## config.mk

```make
export PLATFORM = sky130hd
export DESIGN_NAME = analog_comparator_control
export DESIGN_NICKNAME = d
export VERILOG_FILES = /design/src/verilog/cmp_pkg.sv /design/src/verilog/cmp_channel.sv /design/src/verilog/analog_comparator_control.sv
export VERILOG_INCLUDE_DIRS = /design/src /design/src/verilog
export SDC_FILE = /design/constraint.sdc
export NUM_CORES = 1
export LEC_CHECK = 0
export BUFFER_PORTS_ARGS = -buffer_cell sky130_fd_sc_hd__buf_2
export CAP_MARGIN = 25
export CORE_MARGIN = 2
export CORE_UTILIZATION = 25
export DETAILED_ROUTE_END_ITERATION = 8
export GPL_ROUTABILITY_DRIVEN = 1
export PLACE_DENSITY = 0.51
export SLEW_MARGIN = 20
export SYNTH_ARGS = -nofsm -noshare
export SYNTH_HDL_FRONTEND = slang
export SYNTH_HIERARCHICAL = 1
export SYNTH_SLANG_ARGS = --single-unit
```

## constraint.sdc

```tcl
create_clock -name aclk -period 3.1 [get_ports aclk]
set_clock_uncertainty 0.05 [all_clocks]
set_input_delay 0.155 -clock aclk [delete_from_list [all_inputs] [get_ports aclk]]
set_output_delay 0.155 -clock aclk [all_outputs]
set_load 0.05 [all_outputs]
```

## src/verilog/cmp_cfg.svh

```systemverilog
// Purpose: offsets, field positions, reset values and counts of the comparator control block
// Assumes: AXI4-Lite byte addresses, one aligned 32-bit word per register
// Notes: definitions only
`ifndef CMP_CFG_SVH
`define CMP_CFG_SVH

`define CMP_NUM 2
`define CMP_STRIDE 8'h10
`define CMP_CTRL_A_OFF 8'h00
`define CMP_CTRL_B_OFF 8'h04
`define CMP_FLAG_OFF 8'h40
`define CMP_MIRROR_OFF 8'h44
`define CMP_PINCFG_OFF 8'h48

`define CTRL_A_ON_BIT 7
`define CTRL_A_RESULT_BIT 6
`define CTRL_A_OE_BIT 5
`define CTRL_A_POL_BIT 4
`define CTRL_A_SP_BIT 2
`define CTRL_A_HYS_BIT 1
`define CTRL_A_SYNC_BIT 0
`define CTRL_A_WMASK 8'hb7
`define CTRL_A_RESET 8'h04

`define CTRL_B_RISE_BIT 7
`define CTRL_B_FALL_BIT 6
`define CTRL_B_PCH_LSB 4
`define CTRL_B_NCH_LSB 0
`define CTRL_B_WMASK 8'hf3
`define CTRL_B_RESET 8'h00

`define PINCFG_DIR_BIT 0
`define PINCFG_RESET 8'h01
`define PORT_LATCH_BIT 1

`define INSTR_DIV 4
`define INSTR_CNT_W 2

`endif

```

## src/verilog/cmp_pkg.sv

```systemverilog
// Purpose: types shared by the comparator control block
// Assumes: nothing
// Notes: constants live in cmp_cfg.svh
package cmp_pkg;
  typedef enum logic [1:0] {
    PLUS_PIN = 2'b00,
    PLUS_DAC = 2'b01,
    PLUS_REF2 = 2'b10,
    PLUS_GND = 2'b11
  } plus_sel_t;

  typedef enum logic [1:0] {
    AXI_IDLE = 2'b00,
    AXI_RESP = 2'b01
  } axi_state_t;
endpackage

```

## src/verilog/cmp_channel.sv

```systemverilog
// Purpose: one comparator's digital path: sync, polarity, latch, timer sync, edge detect
// Assumes: raw_result is asynchronous to aclk
// Notes: timer clock arrives as a pin and is sampled, not used as a clock
`include "cmp_cfg.svh"

module cmp_channel (
  input wire logic aclk,
  input wire logic aresetn,
  input wire logic raw_result,
  input wire logic comparator_on,
  input wire logic output_invert,
  input wire logic timer_sync_enable,
  input wire logic rise_irq_enable,
  input wire logic fall_irq_enable,
  input wire logic instr_tick,
  input wire logic timer_clk_fall,
  output logic compare_result,
  output logic pin_result,
  output logic sync_result,
  output logic edge_event
);
  logic meta_reg;
  logic raw_sync_reg;
  logic final_reg;
  logic prev_reg;
  logic latched_reg;
  logic timer_reg;
  logic final_now;

  // ****************************************
  // Input synchroniser
  // ****************************************
  always_ff @(posedge aclk) begin
    if (!aresetn) begin
      meta_reg <= 1'b0;
      raw_sync_reg <= 1'b0;
    end else begin
      meta_reg <= raw_result;
      raw_sync_reg <= meta_reg;
    end
  end

  // Disabled comparator reads low before polarity
  assign final_now = (raw_sync_reg & comparator_on) ^ output_invert;

  // ****************************************
  // Instruction-cycle latch and timer sync
  // ****************************************
  always_ff @(posedge aclk) begin
    if (!aresetn) begin
      latched_reg <= 1'b0;
    end else if (instr_tick) begin
      latched_reg <= final_now;
    end
  end

  always_ff @(posedge aclk) begin
    if (!aresetn) begin
      timer_reg <= 1'b0;
    end else if (timer_clk_fall) begin
      timer_reg <= latched_reg;
    end
  end

  // ****************************************
  // Edge detectors
  // ****************************************
  always_ff @(posedge aclk) begin
    if (!aresetn) begin
      final_reg <= 1'b0;
      prev_reg <= 1'b0;
    end else begin
      final_reg <= final_now;
      prev_reg <= final_reg;
    end
  end

  assign edge_event = (rise_irq_enable & final_reg & ~prev_reg)
                    | (fall_irq_enable & ~final_reg & prev_reg);
  assign compare_result = latched_reg;
  assign pin_result = final_reg;
  assign sync_result = timer_sync_enable ? timer_reg : latched_reg;
endmodule

```

## src/verilog/analog_comparator_control.sv

```systemverilog
// Purpose: control registers and digital logic around two analog comparators
// Assumes: AXI4-Lite slave on aclk (40 MHz); analog results and timer clock are async pins
// Notes: analog controls are plain level outputs to the analog macro
`include "cmp_cfg.svh"

module analog_comparator_control (
  input wire logic aclk,
  input wire logic aresetn,
  input wire logic [31:0] s_axi_awaddr,
  input wire logic s_axi_awvalid,
  output logic s_axi_awready,
  input wire logic [31:0] s_axi_wdata,
  input wire logic [3:0] s_axi_wstrb,
  input wire logic s_axi_wvalid,
  output logic s_axi_wready,
  output logic [1:0] s_axi_bresp,
  output logic s_axi_bvalid,
  input wire logic s_axi_bready,
  input wire logic [31:0] s_axi_araddr,
  input wire logic s_axi_arvalid,
  output logic s_axi_arready,
  output logic [31:0] s_axi_rdata,
  output logic [1:0] s_axi_rresp,
  output logic s_axi_rvalid,
  input wire logic s_axi_rready,
  input wire logic [1:0] raw_result,
  input wire logic [1:0] timer_clk_pin,
  output logic [1:0] analog_enable,
  output logic [1:0] speed_select_out,
  output logic [1:0] hysteresis_out,
  output logic [3:0] plus_route,
  output logic [3:0] minus_route,
  output logic [1:0] inputs_connect,
  output logic [1:0] result_pin_out,
  output logic [1:0] result_pin_oe_n,
  output logic [1:0] gate_source,
  output logic [1:0] shutdown_source,
  output logic [1:0] compare_irq_flag
);
  logic [7:0] ctrl_a_reg [2];
  logic [7:0] ctrl_b_reg [2];
  logic [7:0] pincfg_reg [2];
  logic [1:0] flag_reg;
  logic [`INSTR_CNT_W-1:0] div_reg;
  logic instr_tick;
  logic [1:0] tclk_meta_reg;
  logic [1:0] tclk_sync_reg;
  logic [1:0] tclk_prev_reg;
  logic [1:0] compare_result;
  logic [1:0] pin_result;
  logic [1:0] sync_result;
  logic [1:0] edge_event;
  cmp_pkg::axi_state_t wr_state_reg;
  cmp_pkg::axi_state_t rd_state_reg;
  logic aw_held_reg;
  logic w_held_reg;
  logic [7:0] aw_addr_reg;
  logic [7:0] w_data_reg;
  logic wr_fire;
  logic [7:0] wr_addr;
  logic [7:0] wr_data;
  logic wr_lane0;
  logic [1:0] flag_clear;

  // ****************************************
  // Instruction cycle enable
  // ****************************************
  always_ff @(posedge aclk) begin
    if (!aresetn) begin
      div_reg <= '0;
    end else begin
      div_reg <= div_reg + `INSTR_CNT_W'(1);
    end
  end
  assign instr_tick = (div_reg == `INSTR_CNT_W'(`INSTR_DIV - 1));

  // ****************************************
  // Gate timer clock falling edge
  // ****************************************
  always_ff @(posedge aclk) begin
    if (!aresetn) begin
      tclk_meta_reg <= 2'h0;
      tclk_sync_reg <= 2'h0;
      tclk_prev_reg <= 2'h0;
    end else begin
      tclk_meta_reg <= timer_clk_pin;
      tclk_sync_reg <= tclk_meta_reg;
      tclk_prev_reg <= tclk_sync_reg;
    end
  end

  // ****************************************
  // Comparator channels
  // ****************************************
  genvar gi;
  generate
    for (gi = 0; gi < `CMP_NUM; gi++) begin : g_ch
      cmp_channel u_ch (
        .aclk(aclk),
        .aresetn(aresetn),
        .raw_result(raw_result[gi]),
        .comparator_on(ctrl_a_reg[gi][`CTRL_A_ON_BIT]),
        .output_invert(ctrl_a_reg[gi][`CTRL_A_POL_BIT]),
        .timer_sync_enable(ctrl_a_reg[gi][`CTRL_A_SYNC_BIT]),
        .rise_irq_enable(ctrl_b_reg[gi][`CTRL_B_RISE_BIT]),
        .fall_irq_enable(ctrl_b_reg[gi][`CTRL_B_FALL_BIT]),
        .instr_tick(instr_tick),
        .timer_clk_fall(tclk_prev_reg[gi] & ~tclk_sync_reg[gi]),
        .compare_result(compare_result[gi]),
        .pin_result(pin_result[gi]),
        .sync_result(sync_result[gi]),
        .edge_event(edge_event[gi])
      );
    end
  endgenerate

  // ****************************************
  // Analog and consumer outputs
  // ****************************************
  function automatic logic [1:0] route_field(input logic [7:0] b, input int lsb);
    route_field = b[lsb +: 2];
  endfunction

  always_ff @(posedge aclk) begin
    if (!aresetn) begin
      analog_enable <= 2'h0;
      speed_select_out <= 2'h3;
      hysteresis_out <= 2'h0;
      plus_route <= 4'h0;
      minus_route <= 4'h0;
      inputs_connect <= 2'h0;
      result_pin_out <= 2'h0;
      result_pin_oe_n <= 2'h3;
      gate_source <= 2'h0;
      shutdown_source <= 2'h0;
    end else begin
      for (int i = 0; i < `CMP_NUM; i++) begin
        analog_enable[i] <= ctrl_a_reg[i][`CTRL_A_ON_BIT];
        speed_select_out[i] <= ctrl_a_reg[i][`CTRL_A_SP_BIT];
        hysteresis_out[i] <= ctrl_a_reg[i][`CTRL_A_HYS_BIT];
        plus_route[2*i +: 2] <= route_field(ctrl_b_reg[i], `CTRL_B_PCH_LSB);
        minus_route[2*i +: 2] <= route_field(ctrl_b_reg[i], `CTRL_B_NCH_LSB);
        inputs_connect[i] <= ctrl_a_reg[i][`CTRL_A_ON_BIT];
        // Override replaces port latch regardless of comparator_on
        result_pin_out[i] <= ctrl_a_reg[i][`CTRL_A_OE_BIT] ? pin_result[i]
                           : pincfg_reg[i][`PORT_LATCH_BIT];
        result_pin_oe_n[i] <= pincfg_reg[i][`PINCFG_DIR_BIT];
        gate_source[i] <= sync_result[i];
        shutdown_source[i] <= sync_result[i];
      end
    end
  end

  // ****************************************
  // AXI4-Lite write path
  // ****************************************
  assign wr_fire = (wr_state_reg == cmp_pkg::AXI_IDLE) && aw_held_reg && w_held_reg;
  assign wr_addr = aw_addr_reg;
  assign wr_data = w_data_reg;

  always_ff @(posedge aclk) begin
    if (!aresetn) begin
      aw_held_reg <= 1'b0;
      w_held_reg <= 1'b0;
      aw_addr_reg <= 8'h00;
      w_data_reg <= 8'h00;
      wr_lane0 <= 1'b0;
      s_axi_awready <= 1'b0;
      s_axi_wready <= 1'b0;
    end else begin
      s_axi_awready <= !aw_held_reg && !s_axi_awready && wr_state_reg == cmp_pkg::AXI_IDLE;
      s_axi_wready <= !w_held_reg && !s_axi_wready && wr_state_reg == cmp_pkg::AXI_IDLE;
      if (s_axi_awvalid && s_axi_awready) begin
        aw_held_reg <= 1'b1;
        aw_addr_reg <= s_axi_awaddr[7:0];
        s_axi_awready <= 1'b0;
      end
      if (s_axi_wvalid && s_axi_wready) begin
        w_held_reg <= 1'b1;
        w_data_reg <= s_axi_wdata[7:0];
        wr_lane0 <= s_axi_wstrb[0];
        s_axi_wready <= 1'b0;
      end
      if (wr_fire) begin
        aw_held_reg <= 1'b0;
        w_held_reg <= 1'b0;
      end
    end
  end

  always_ff @(posedge aclk) begin
    if (!aresetn) begin
      wr_state_reg <= cmp_pkg::AXI_IDLE;
      s_axi_bvalid <= 1'b0;
      s_axi_bresp <= 2'h0;
    end else begin
      unique case (wr_state_reg)
        cmp_pkg::AXI_IDLE: begin
          if (wr_fire) begin
            s_axi_bvalid <= 1'b1;
            s_axi_bresp <= reg_hit(wr_addr) ? 2'h0 : 2'h2;
            wr_state_reg <= cmp_pkg::AXI_RESP;
          end
        end
        cmp_pkg::AXI_RESP: begin
          if (s_axi_bready) begin
            s_axi_bvalid <= 1'b0;
            wr_state_reg <= cmp_pkg::AXI_IDLE;
          end
        end
      endcase
    end
  end

  function automatic logic reg_hit(input logic [7:0] a);
    reg_hit = (a == `CMP_FLAG_OFF) || (a == `CMP_MIRROR_OFF)
           || (a == `CMP_PINCFG_OFF) || (a == `CMP_PINCFG_OFF + 8'h04)
           || (a[7:5] == 3'h0 && a[3:0] == 4'(`CMP_CTRL_A_OFF))
           || (a[7:5] == 3'h0 && a[3:0] == 4'(`CMP_CTRL_B_OFF));
  endfunction

  // ****************************************
  // Control registers
  // ****************************************
  always_ff @(posedge aclk) begin
    if (!aresetn) begin
      for (int i = 0; i < `CMP_NUM; i++) begin
        ctrl_a_reg[i] <= `CTRL_A_RESET;
        ctrl_b_reg[i] <= `CTRL_B_RESET;
        pincfg_reg[i] <= `PINCFG_RESET;
      end
    end else if (wr_fire && wr_lane0) begin
      for (int i = 0; i < `CMP_NUM; i++) begin
        if (wr_addr == `CMP_CTRL_A_OFF + 8'(i) * `CMP_STRIDE) begin
          ctrl_a_reg[i] <= wr_data & `CTRL_A_WMASK;
        end
        if (wr_addr == `CMP_CTRL_B_OFF + 8'(i) * `CMP_STRIDE) begin
          ctrl_b_reg[i] <= wr_data & `CTRL_B_WMASK;
        end
        if (wr_addr == `CMP_PINCFG_OFF + 8'(i) * 8'h04) begin
          pincfg_reg[i] <= wr_data & 8'h03;
        end
      end
    end
  end

  // ****************************************
  // Interrupt flags: write one to clear
  // ****************************************
  assign flag_clear = (wr_fire && wr_lane0 && wr_addr == `CMP_FLAG_OFF) ? wr_data[1:0] : 2'h0;

  always_ff @(posedge aclk) begin
    if (!aresetn) begin
      flag_reg <= 2'h0;
      compare_irq_flag <= 2'h0;
    end else begin
      flag_reg <= (flag_reg & ~flag_clear) | edge_event;
      compare_irq_flag <= (flag_reg & ~flag_clear) | edge_event;
    end
  end

  // ****************************************
  // AXI4-Lite read path
  // ****************************************
  function automatic logic [7:0] read_mux(input logic [7:0] a);
    read_mux = 8'h00;
    for (int i = 0; i < `CMP_NUM; i++) begin
      if (a == `CMP_CTRL_A_OFF + 8'(i) * `CMP_STRIDE) begin
        read_mux = ctrl_a_reg[i] | (8'(compare_result[i]) << `CTRL_A_RESULT_BIT);
      end
      if (a == `CMP_CTRL_B_OFF + 8'(i) * `CMP_STRIDE) begin
        read_mux = ctrl_b_reg[i];
      end
      if (a == `CMP_PINCFG_OFF + 8'(i) * 8'h04) begin
        read_mux = pincfg_reg[i];
      end
    end
    if (a == `CMP_FLAG_OFF) begin
      read_mux = {6'h00, flag_reg};
    end
    if (a == `CMP_MIRROR_OFF) begin
      read_mux = {6'h00, compare_result};
    end
  endfunction

  always_ff @(posedge aclk) begin
    if (!aresetn) begin
      rd_state_reg <= cmp_pkg::AXI_IDLE;
      s_axi_arready <= 1'b0;
      s_axi_rvalid <= 1'b0;
      s_axi_rdata <= 32'h0;
      s_axi_rresp <= 2'h0;
    end else begin
      unique case (rd_state_reg)
        cmp_pkg::AXI_IDLE: begin
          s_axi_arready <= !s_axi_arready;
          if (s_axi_arvalid && s_axi_arready) begin
            s_axi_arready <= 1'b0;
            s_axi_rvalid <= 1'b1;
            s_axi_rdata <= {24'h000000, read_mux(s_axi_araddr[7:0])};
            s_axi_rresp <= reg_hit(s_axi_araddr[7:0]) ? 2'h0 : 2'h2;
            rd_state_reg <= cmp_pkg::AXI_RESP;
          end
        end
        cmp_pkg::AXI_RESP: begin
          if (s_axi_rready) begin
            s_axi_rvalid <= 1'b0;
            rd_state_reg <= cmp_pkg::AXI_IDLE;
          end
        end
      endcase
    end
  end
endmodule

```

After elaboration in Yosys (flattened, before gate mapping)
Memory sizes are Yosys's and may differ from the RTL's.
Cells that the tools add are included.
{ "totals": {"reg_bits": 82, "ramBits": 28, "input_bits": 111, "out_inout_bits": 67, "wordCells": 205, "mem_count": 3} }
{ "classes": {"addsub": 1, "eq_ne": 23, "n_mux": 59, "n_bitwise": 34, "n_reduce_logical": 45} }
{ "memory_table": {"columns": ["memory", "depth", "width", "rd", "rd_ports_with_merged_regs", "wr", "line_no", "rtl"], "rows": [
  ["ctrl_a_reg", 2, 6, 2, 0, 2, "analog_comparator_control.sv:40", "logic [7:0] ctrl_a_reg [2];"],
  ["ctrl_b_reg", 2, 6, 2, 0, 2, "analog_comparator_control.sv:41", "logic [7:0] ctrl_b_reg [2];"],
  ["pincfg_reg", 2, 2, 2, 0, 2, "analog_comparator_control.sv:42", "logic [7:0] pincfg_reg [2];"]
]} }
{ "op_table": {"columns": ["cell", "count"], "rows": [
  ["$eq 8x7->1 const B", 8],
  ["$mux 8", 8],
  ["$mux 1", 34],
  ["$eq 8x5->1 const B", 4],
  ["$mux 6", 4],
  ["$mux 2", 9],
  ["$eq 8x3->1 const B", 2],
  ["$logic_not 8->1", 2],
  ["$or 8x7->8", 2],
  ["$logic_and 1x1->1", 15],
  ["$and 1x1->1", 12],
  ["$logic_or 1x1->1", 10],
  ["$eq 4x3->1 const B", 2],
  ["$logic_not 4->1", 2],
  ["$ne 2x2->1 const B", 4],
  ["$or 1x1->1", 8],
  ["$pmux 2 s2", 2],
  ["$reduce_and 2->1", 4],
  ["$not 1->1", 7],
  ["$logic_not 3->1", 2],
  ["$reduce_or 2->1", 3],
  ["$logic_not 1->1", 5],
  ["$eq 2x1->1 const B", 2],
  ["$logic_not 2->1", 2],
  ["7 further kinds", 9]
]} }

Logic depth before layout (Yosys ltp)
An unclocked memory read counts as a cell.
{ "depth": {"word_depth": 10, "depth_mapped": 6} }

Modules after synthesis
Netlist, hierarchy kept.
{ "modules_own_cells": {"columns": ["mod", "instances", "cells_each", "area_per_inst_um2"], "rows": [
  ["analog_comparator_control", 1, 372, 3691.0],
  ["cmp_channel", 2, 20, 222.7]
]} }

Least setup slack after synthesis
No wires, ideal clock.
{ "synth_timing": {"path_kind": "flip-flop to flip-flop", "from": "register aw_addr_reg[0]", "to": "memory ctrl_a_reg[0][0] in the netlist's numbering, enable pin", "setup_ns": 0.377, "arrival_ns": 1.982, "slack_ns": 0.691, "stages_incl_launch_ff": 6, "period_less_slack_ns": 2.409, "path_cell_list": "dfxtp_1 > or4_4 > or4_4 > nor2_1 > inv_1 > o21ai_0"} }
{ "synth_rtl": {"columns": ["item", "line_no", "rtl"], "rows": [
  ["from (decl)", "analog_comparator_control.sv:57", "logic [7:0] aw_addr_reg;"],
  ["from (signal assigned)", "analog_comparator_control.sv:175", "aw_addr_reg <= s_axi_awaddr[7:0];"],
  ["to (decl)", "analog_comparator_control.sv:40", null]
]} }

==> flow_results.xml <==
<?xml version="1.0" encoding="UTF-8"?>
<metrics>
  <group name="outcome">
    <metric name="run_status" unit="">finished clean</metric>
  </group>
  <group name="cts">
    <metric name="cts_h_tree_depth" unit="">3</metric>
    <metric name="cts_post_setup_buffers_inserted" unit="">0</metric>
    <metric name="clkSlewWorstSetupHoldPaths" unit="ns">0.07</metric>
    <metric name="cts_hold_repair.buffers" unit="">11</metric>
    <metric name="tritoncts_clock_tree" unit="">done</metric>
    <metric name="tritoncts.num_buffers" unit="">9</metric>
    <metric name="worst_skew_pair.late_latency" unit="ns">0.35</metric>
    <metric name="post_cts_resize_count" unit="">0</metric>
    <metric name="cts.path.max_buffers" unit="">2</metric>
    <metric name="clock-sinks" unit="">102</metric>
    <metric name="clk_root_buffer_cell" unit="">sky130_fd_sc_hd__clkbuf_16</metric>
  </group>
  <group name="critical_path">
    <metric name="worstPathMaxFanout" unit="">6</metric>
    <metric name="cp.buffers_inverters" unit="">2</metric>
    <metric name="cp_slowest_cell" unit="">sky130_fd_sc_hd__or4_4</metric>
    <metric name="critPathKind" unit="">reg -&gt; reg</metric>
    <metric name="timing.critical_path.cells" unit="">or4_4 &gt; or4_4 &gt; nor2_1 &gt; inv_1 &gt; o21ai_0 &gt; buf_4</metric>
    <metric name="timing.critical_path.mode_cell" unit="">sky130_fd_sc_hd__or4_4</metric>
    <metric name="worst_ep_arrival_time" unit="ns">2.24</metric>
    <metric name="timing.critical_path.from_type" unit="">register</metric>
    <metric name="critical_path_required" unit="ns">3.11</metric>
    <metric name="worst_path_largest_cell_delay" unit="ns">0.57</metric>
    <metric name="kind_of_capture_point_of_the_worst_setup_path" unit="">register</metric>
    <metric name="critical_path.top_delay_family" unit="">simple AND/OR/NAND/NOR gates</metric>
  </group>
  <group name="sta">
    <metric name="tightestPinTransition" unit="ns">0.724</metric>
    <metric name="fin_crit_sh" unit="%">72.1</metric>
    <metric name="finalMaxSlewViolations" unit="">0</metric>
    <metric name="unrepaired_setup_endpoints_after_global_routing" unit="">false</metric>
    <metric name="layout_setup_ws" unit="ns">0.866</metric>
    <metric name="min_period" unit="ns">2.23</metric>
    <metric name="slew-limit-headroom" unit="%">51.7</metric>
    <metric name="fmaxAchievable" unit="MHz">448</metric>
    <metric name="timing_hold_violations_final" unit="">0</metric>
    <metric name="report.final.setup_viol" unit="">0</metric>
    <metric name="fin_setup_tns" unit="ns">0</metric>
  </group>
  <group name="finish">
    <metric name="nNetsFinal" unit="">607</metric>
    <metric name="final.fill_count" unit="">1741</metric>
    <metric name="multiInputGateArea" unit="mm2">0.00160</metric>
    <metric name="post_route_cells_drive_above_1_share" unit="%">20.6</metric>
    <metric name="seq_area" unit="mm2">0.00232</metric>
    <metric name="number_of_diodes" unit="">0</metric>
    <metric name="syn_to_final_growth" unit="%">21.5</metric>
  </group>
  <group name="global_route">
    <metric name="track_usage" unit="%">11.7</metric>
    <metric name="grt_pass1_vias" unit="">2927</metric>
    <metric name="grt_overflow" unit="">0</metric>
    <metric name="global_route_wire_length_before_repair" unit="um">15700</metric>
    <metric name="initial_antenna_violation_count" unit="">0</metric>
    <metric name="grt_max_degree" unit="">51</metric>
  </group>
  <group name="power_and_ir_drop">
    <metric name="power_switching_share" unit="%">27.1</metric>
    <metric name="power.static_leakage" unit="nW">2.00</metric>
    <metric name="power_report.internal_total" unit="mW">2.07</metric>
    <metric name="p_comb_share" unit="%">11.4</metric>
    <metric name="ir_worst_vdd" unit="mV">0.295</metric>
    <metric name="netSwitchingPower" unit="mW">0.772</metric>
    <metric name="share_seq_of_total_power" unit="%">51.3</metric>
    <metric name="pwr_density_cell" unit="mW/mm2">566</metric>
    <metric name="power_frac_clock" unit="%">37.3</metric>
  </group>
  <group name="die">
    <metric name="floorplan.die_area" unit="mm2">0.0176</metric>
    <metric name="row_count" unit="">47</metric>
    <metric name="core_area" unit="mm2">0.0163</metric>
    <metric name="top_level_ports" unit="">178</metric>
    <metric name="floorplan.die.height" unit="um">133</metric>
    <metric name="die_x" unit="um">133</metric>
    <metric name="floorplan.initialDensity" unit="%">25.3</metric>
  </group>
  <group name="yosys">
    <metric name="synth-edff-count" unit="">28</metric>
    <metric name="synth_area_leader_cell" unit="">sky130_fd_sc_hd__dfxtp_1</metric>
    <metric name="synth_cell_types" unit="">51</metric>
    <metric name="synth-warning-count" unit="">6</metric>
    <metric name="postSynthAreaPerCell" unit="um2">10.0</metric>
    <metric name="synthesis.area" unit="mm2">0.00414</metric>
    <metric name="sequential_fraction_of_the_synthesis_area" unit="%">56.1</metric>
    <metric name="dominantRegCellSynth" unit="">sky130_fd_sc_hd__dfxtp_1</metric>
    <metric name="netlist_instances" unit="">412</metric>
    <metric name="post-synth-top-count-cell" unit="">sky130_fd_sc_hd__dfxtp_1</metric>
    <metric name="synth_top_cells_by_area" unit="">sky130_fd_sc_hd__dfxtp_1 36%, sky130_fd_sc_hd__edfxtp_1 20%, sky130_fd_sc_hd__and2_1 6.0%, sky130_fd_sc_hd__buf_4 5.6%, sky130_fd_sc_hd__nand2_1 4.2%</metric>
    <metric name="yosysTopAreaCellShare" unit="%">35.8</metric>
    <metric name="synth_async_sr_flop_share" unit="%">0</metric>
    <metric name="yosys_register_bits" unit="">102</metric>
    <metric name="most_used_standard_cells_in_the_synthesized_netlist" unit="">74 x sky130_fd_sc_hd__dfxtp_1, 46 x sky130_fd_sc_hd__nand2_1, 40 x sky130_fd_sc_hd__and2_1</metric>
  </group>
  <group name="job">
    <metric name="maxCapViolCount" unit="">0</metric>
  </group>
  <group name="placement">
    <metric name="pre_cts_slack" unit="ns">0.864</metric>
    <metric name="post-dp-hpwl" unit="um">7490</metric>
    <metric name="place.gp.congestion" unit="">0.832</metric>
    <metric name="io_buffer_count" unit="">74</metric>
  </group>
  <group name="detailed_routing">
    <metric name="wl_per_cell" unit="um">13.9</metric>
    <metric name="detailedRoute.firstIterationViolations" unit="">170</metric>
    <metric name="drt_drc_violations_left" unit="">0</metric>
    <metric name="vias_per_cell" unit="">4.31</metric>
    <metric name="dr.pass1.iters" unit="">4</metric>
    <metric name="route.vias.total" unit="">3106</metric>
    <metric name="antenna_viol_nets_final" unit="">0</metric>
    <metric name="wirelength" unit="um">10000</metric>
  </group>
  <group name="worst_hold_path">
    <metric name="timing.hold.worst.class" unit="">in -&gt; reg</metric>
  </group>
</metrics>
==> power groups by stage <==
stage               sequential [mW]  combinational [mW]  clock [mW]
finish                         1.46               0.324        1.06
floorplan                      1.53               0.213           0
CTS                            1.46               0.326        1.10
detailed placement             1.49               0.315           0
global route                   1.47               0.350        1.15
global placement               1.49               0.311           0
==> layout by cell type (no fill, tap or decap), drive strengths merged, types with 2 or more instances in the layout <==
master	count
buf	80
dfxtp	74
nand2	46
and2	40
a21oi	31
edfxtp	28
conb	27
nor2	23
nand3	18
o21ai	16
clkbuf	12
dlygate4sd3	11
nand2b	10
nor3	8
inv	6
nor4	6
nor2b	5
mux2i	5
o31a	4
nand4	4
a21boi	4
nand3b	3
o21a	3
o22ai	3
mux2	3
clkinv	3
or4	2
nor3b	2
a211oi	2
a22o	2
a21bo	2
a31oi	2
==> worst register-to-register path, stage by stage, from the launching register on <==
cell and delay (ns):
sky130_fd_sc_hd__dfxtp_1 0.31, sky130_fd_sc_hd__or4_4 0.57, sky130_fd_sc_hd__or4_4 0.52, sky130_fd_sc_hd__nor2_1 0.10
sky130_fd_sc_hd__inv_1 0.05, sky130_fd_sc_hd__o21ai_0 0.15, sky130_fd_sc_hd__buf_4 0.19
==> per-layer routing <==
metal / wire length (um) / up-vias / track usage [%]
met5: 0 / - / 0
met1: 4470 / 1470 / 14.8
met3: 533 / 16 / 2.95
li1: - / 1536 / -
met4: 250 / 0 / 6.21
met2: 4780 / 84 / 18.3
==> cell families after synthesis <==
kind of cell    after synthesis  synth area share (%)
simple gates                172                  22.1
flops                       102                  56.1
compound gates               76                  11.7
buf+inv                      51                  7.44
mux                           8                  2.03
fa+ha+maj                     1                 0.302
other cells                   1                0.0907
xor+xnor                      1                 0.212
==> final cells by class <==
class / instances / area share, %
Sequential cell: 102 / 46.2
Clock buffer: 12 / 4.90
Multi-Input combinational cell: 285 / 31.9
Inverter: 6 / 0.448
Tap cell: 220 / 5.48
Clock inverter: 4 / 0.597
Timing Repair Buffer: 91 / 10.5
==> metrics by stage <==
stage	cell area, um2	cells	hold slack (ns)	total power [mW]	util (%)
global placement	4640	693	0.320	1.80	28.4
CTS	5030	720	0.000189	2.89	30.7
floorplan	4230	438	0.227	1.74	-
global route	5030	720	0.00958	2.97	30.7
detailed placement	4640	693	0.320	1.81	28.4
finish	5030	720	0.00924	2.85	30.7
==> worst paths after layout <==
check	startpoint	endpoint	slack [ns]	depth (start not counted)
setup reg to reg	aw_addr_reg[0]	ctrl_a_reg[0][9]	0.87	6
hold / removal	s_axi_wdata[7]	w_data_reg[7]	0.009	3
setup / recovery	aw_addr_reg[0]	ctrl_a_reg[0][9]	0.87	6
hold reg to reg	div_reg[0]	div_reg[0]	0.37	1
Power figures use the tool's default switching activity.
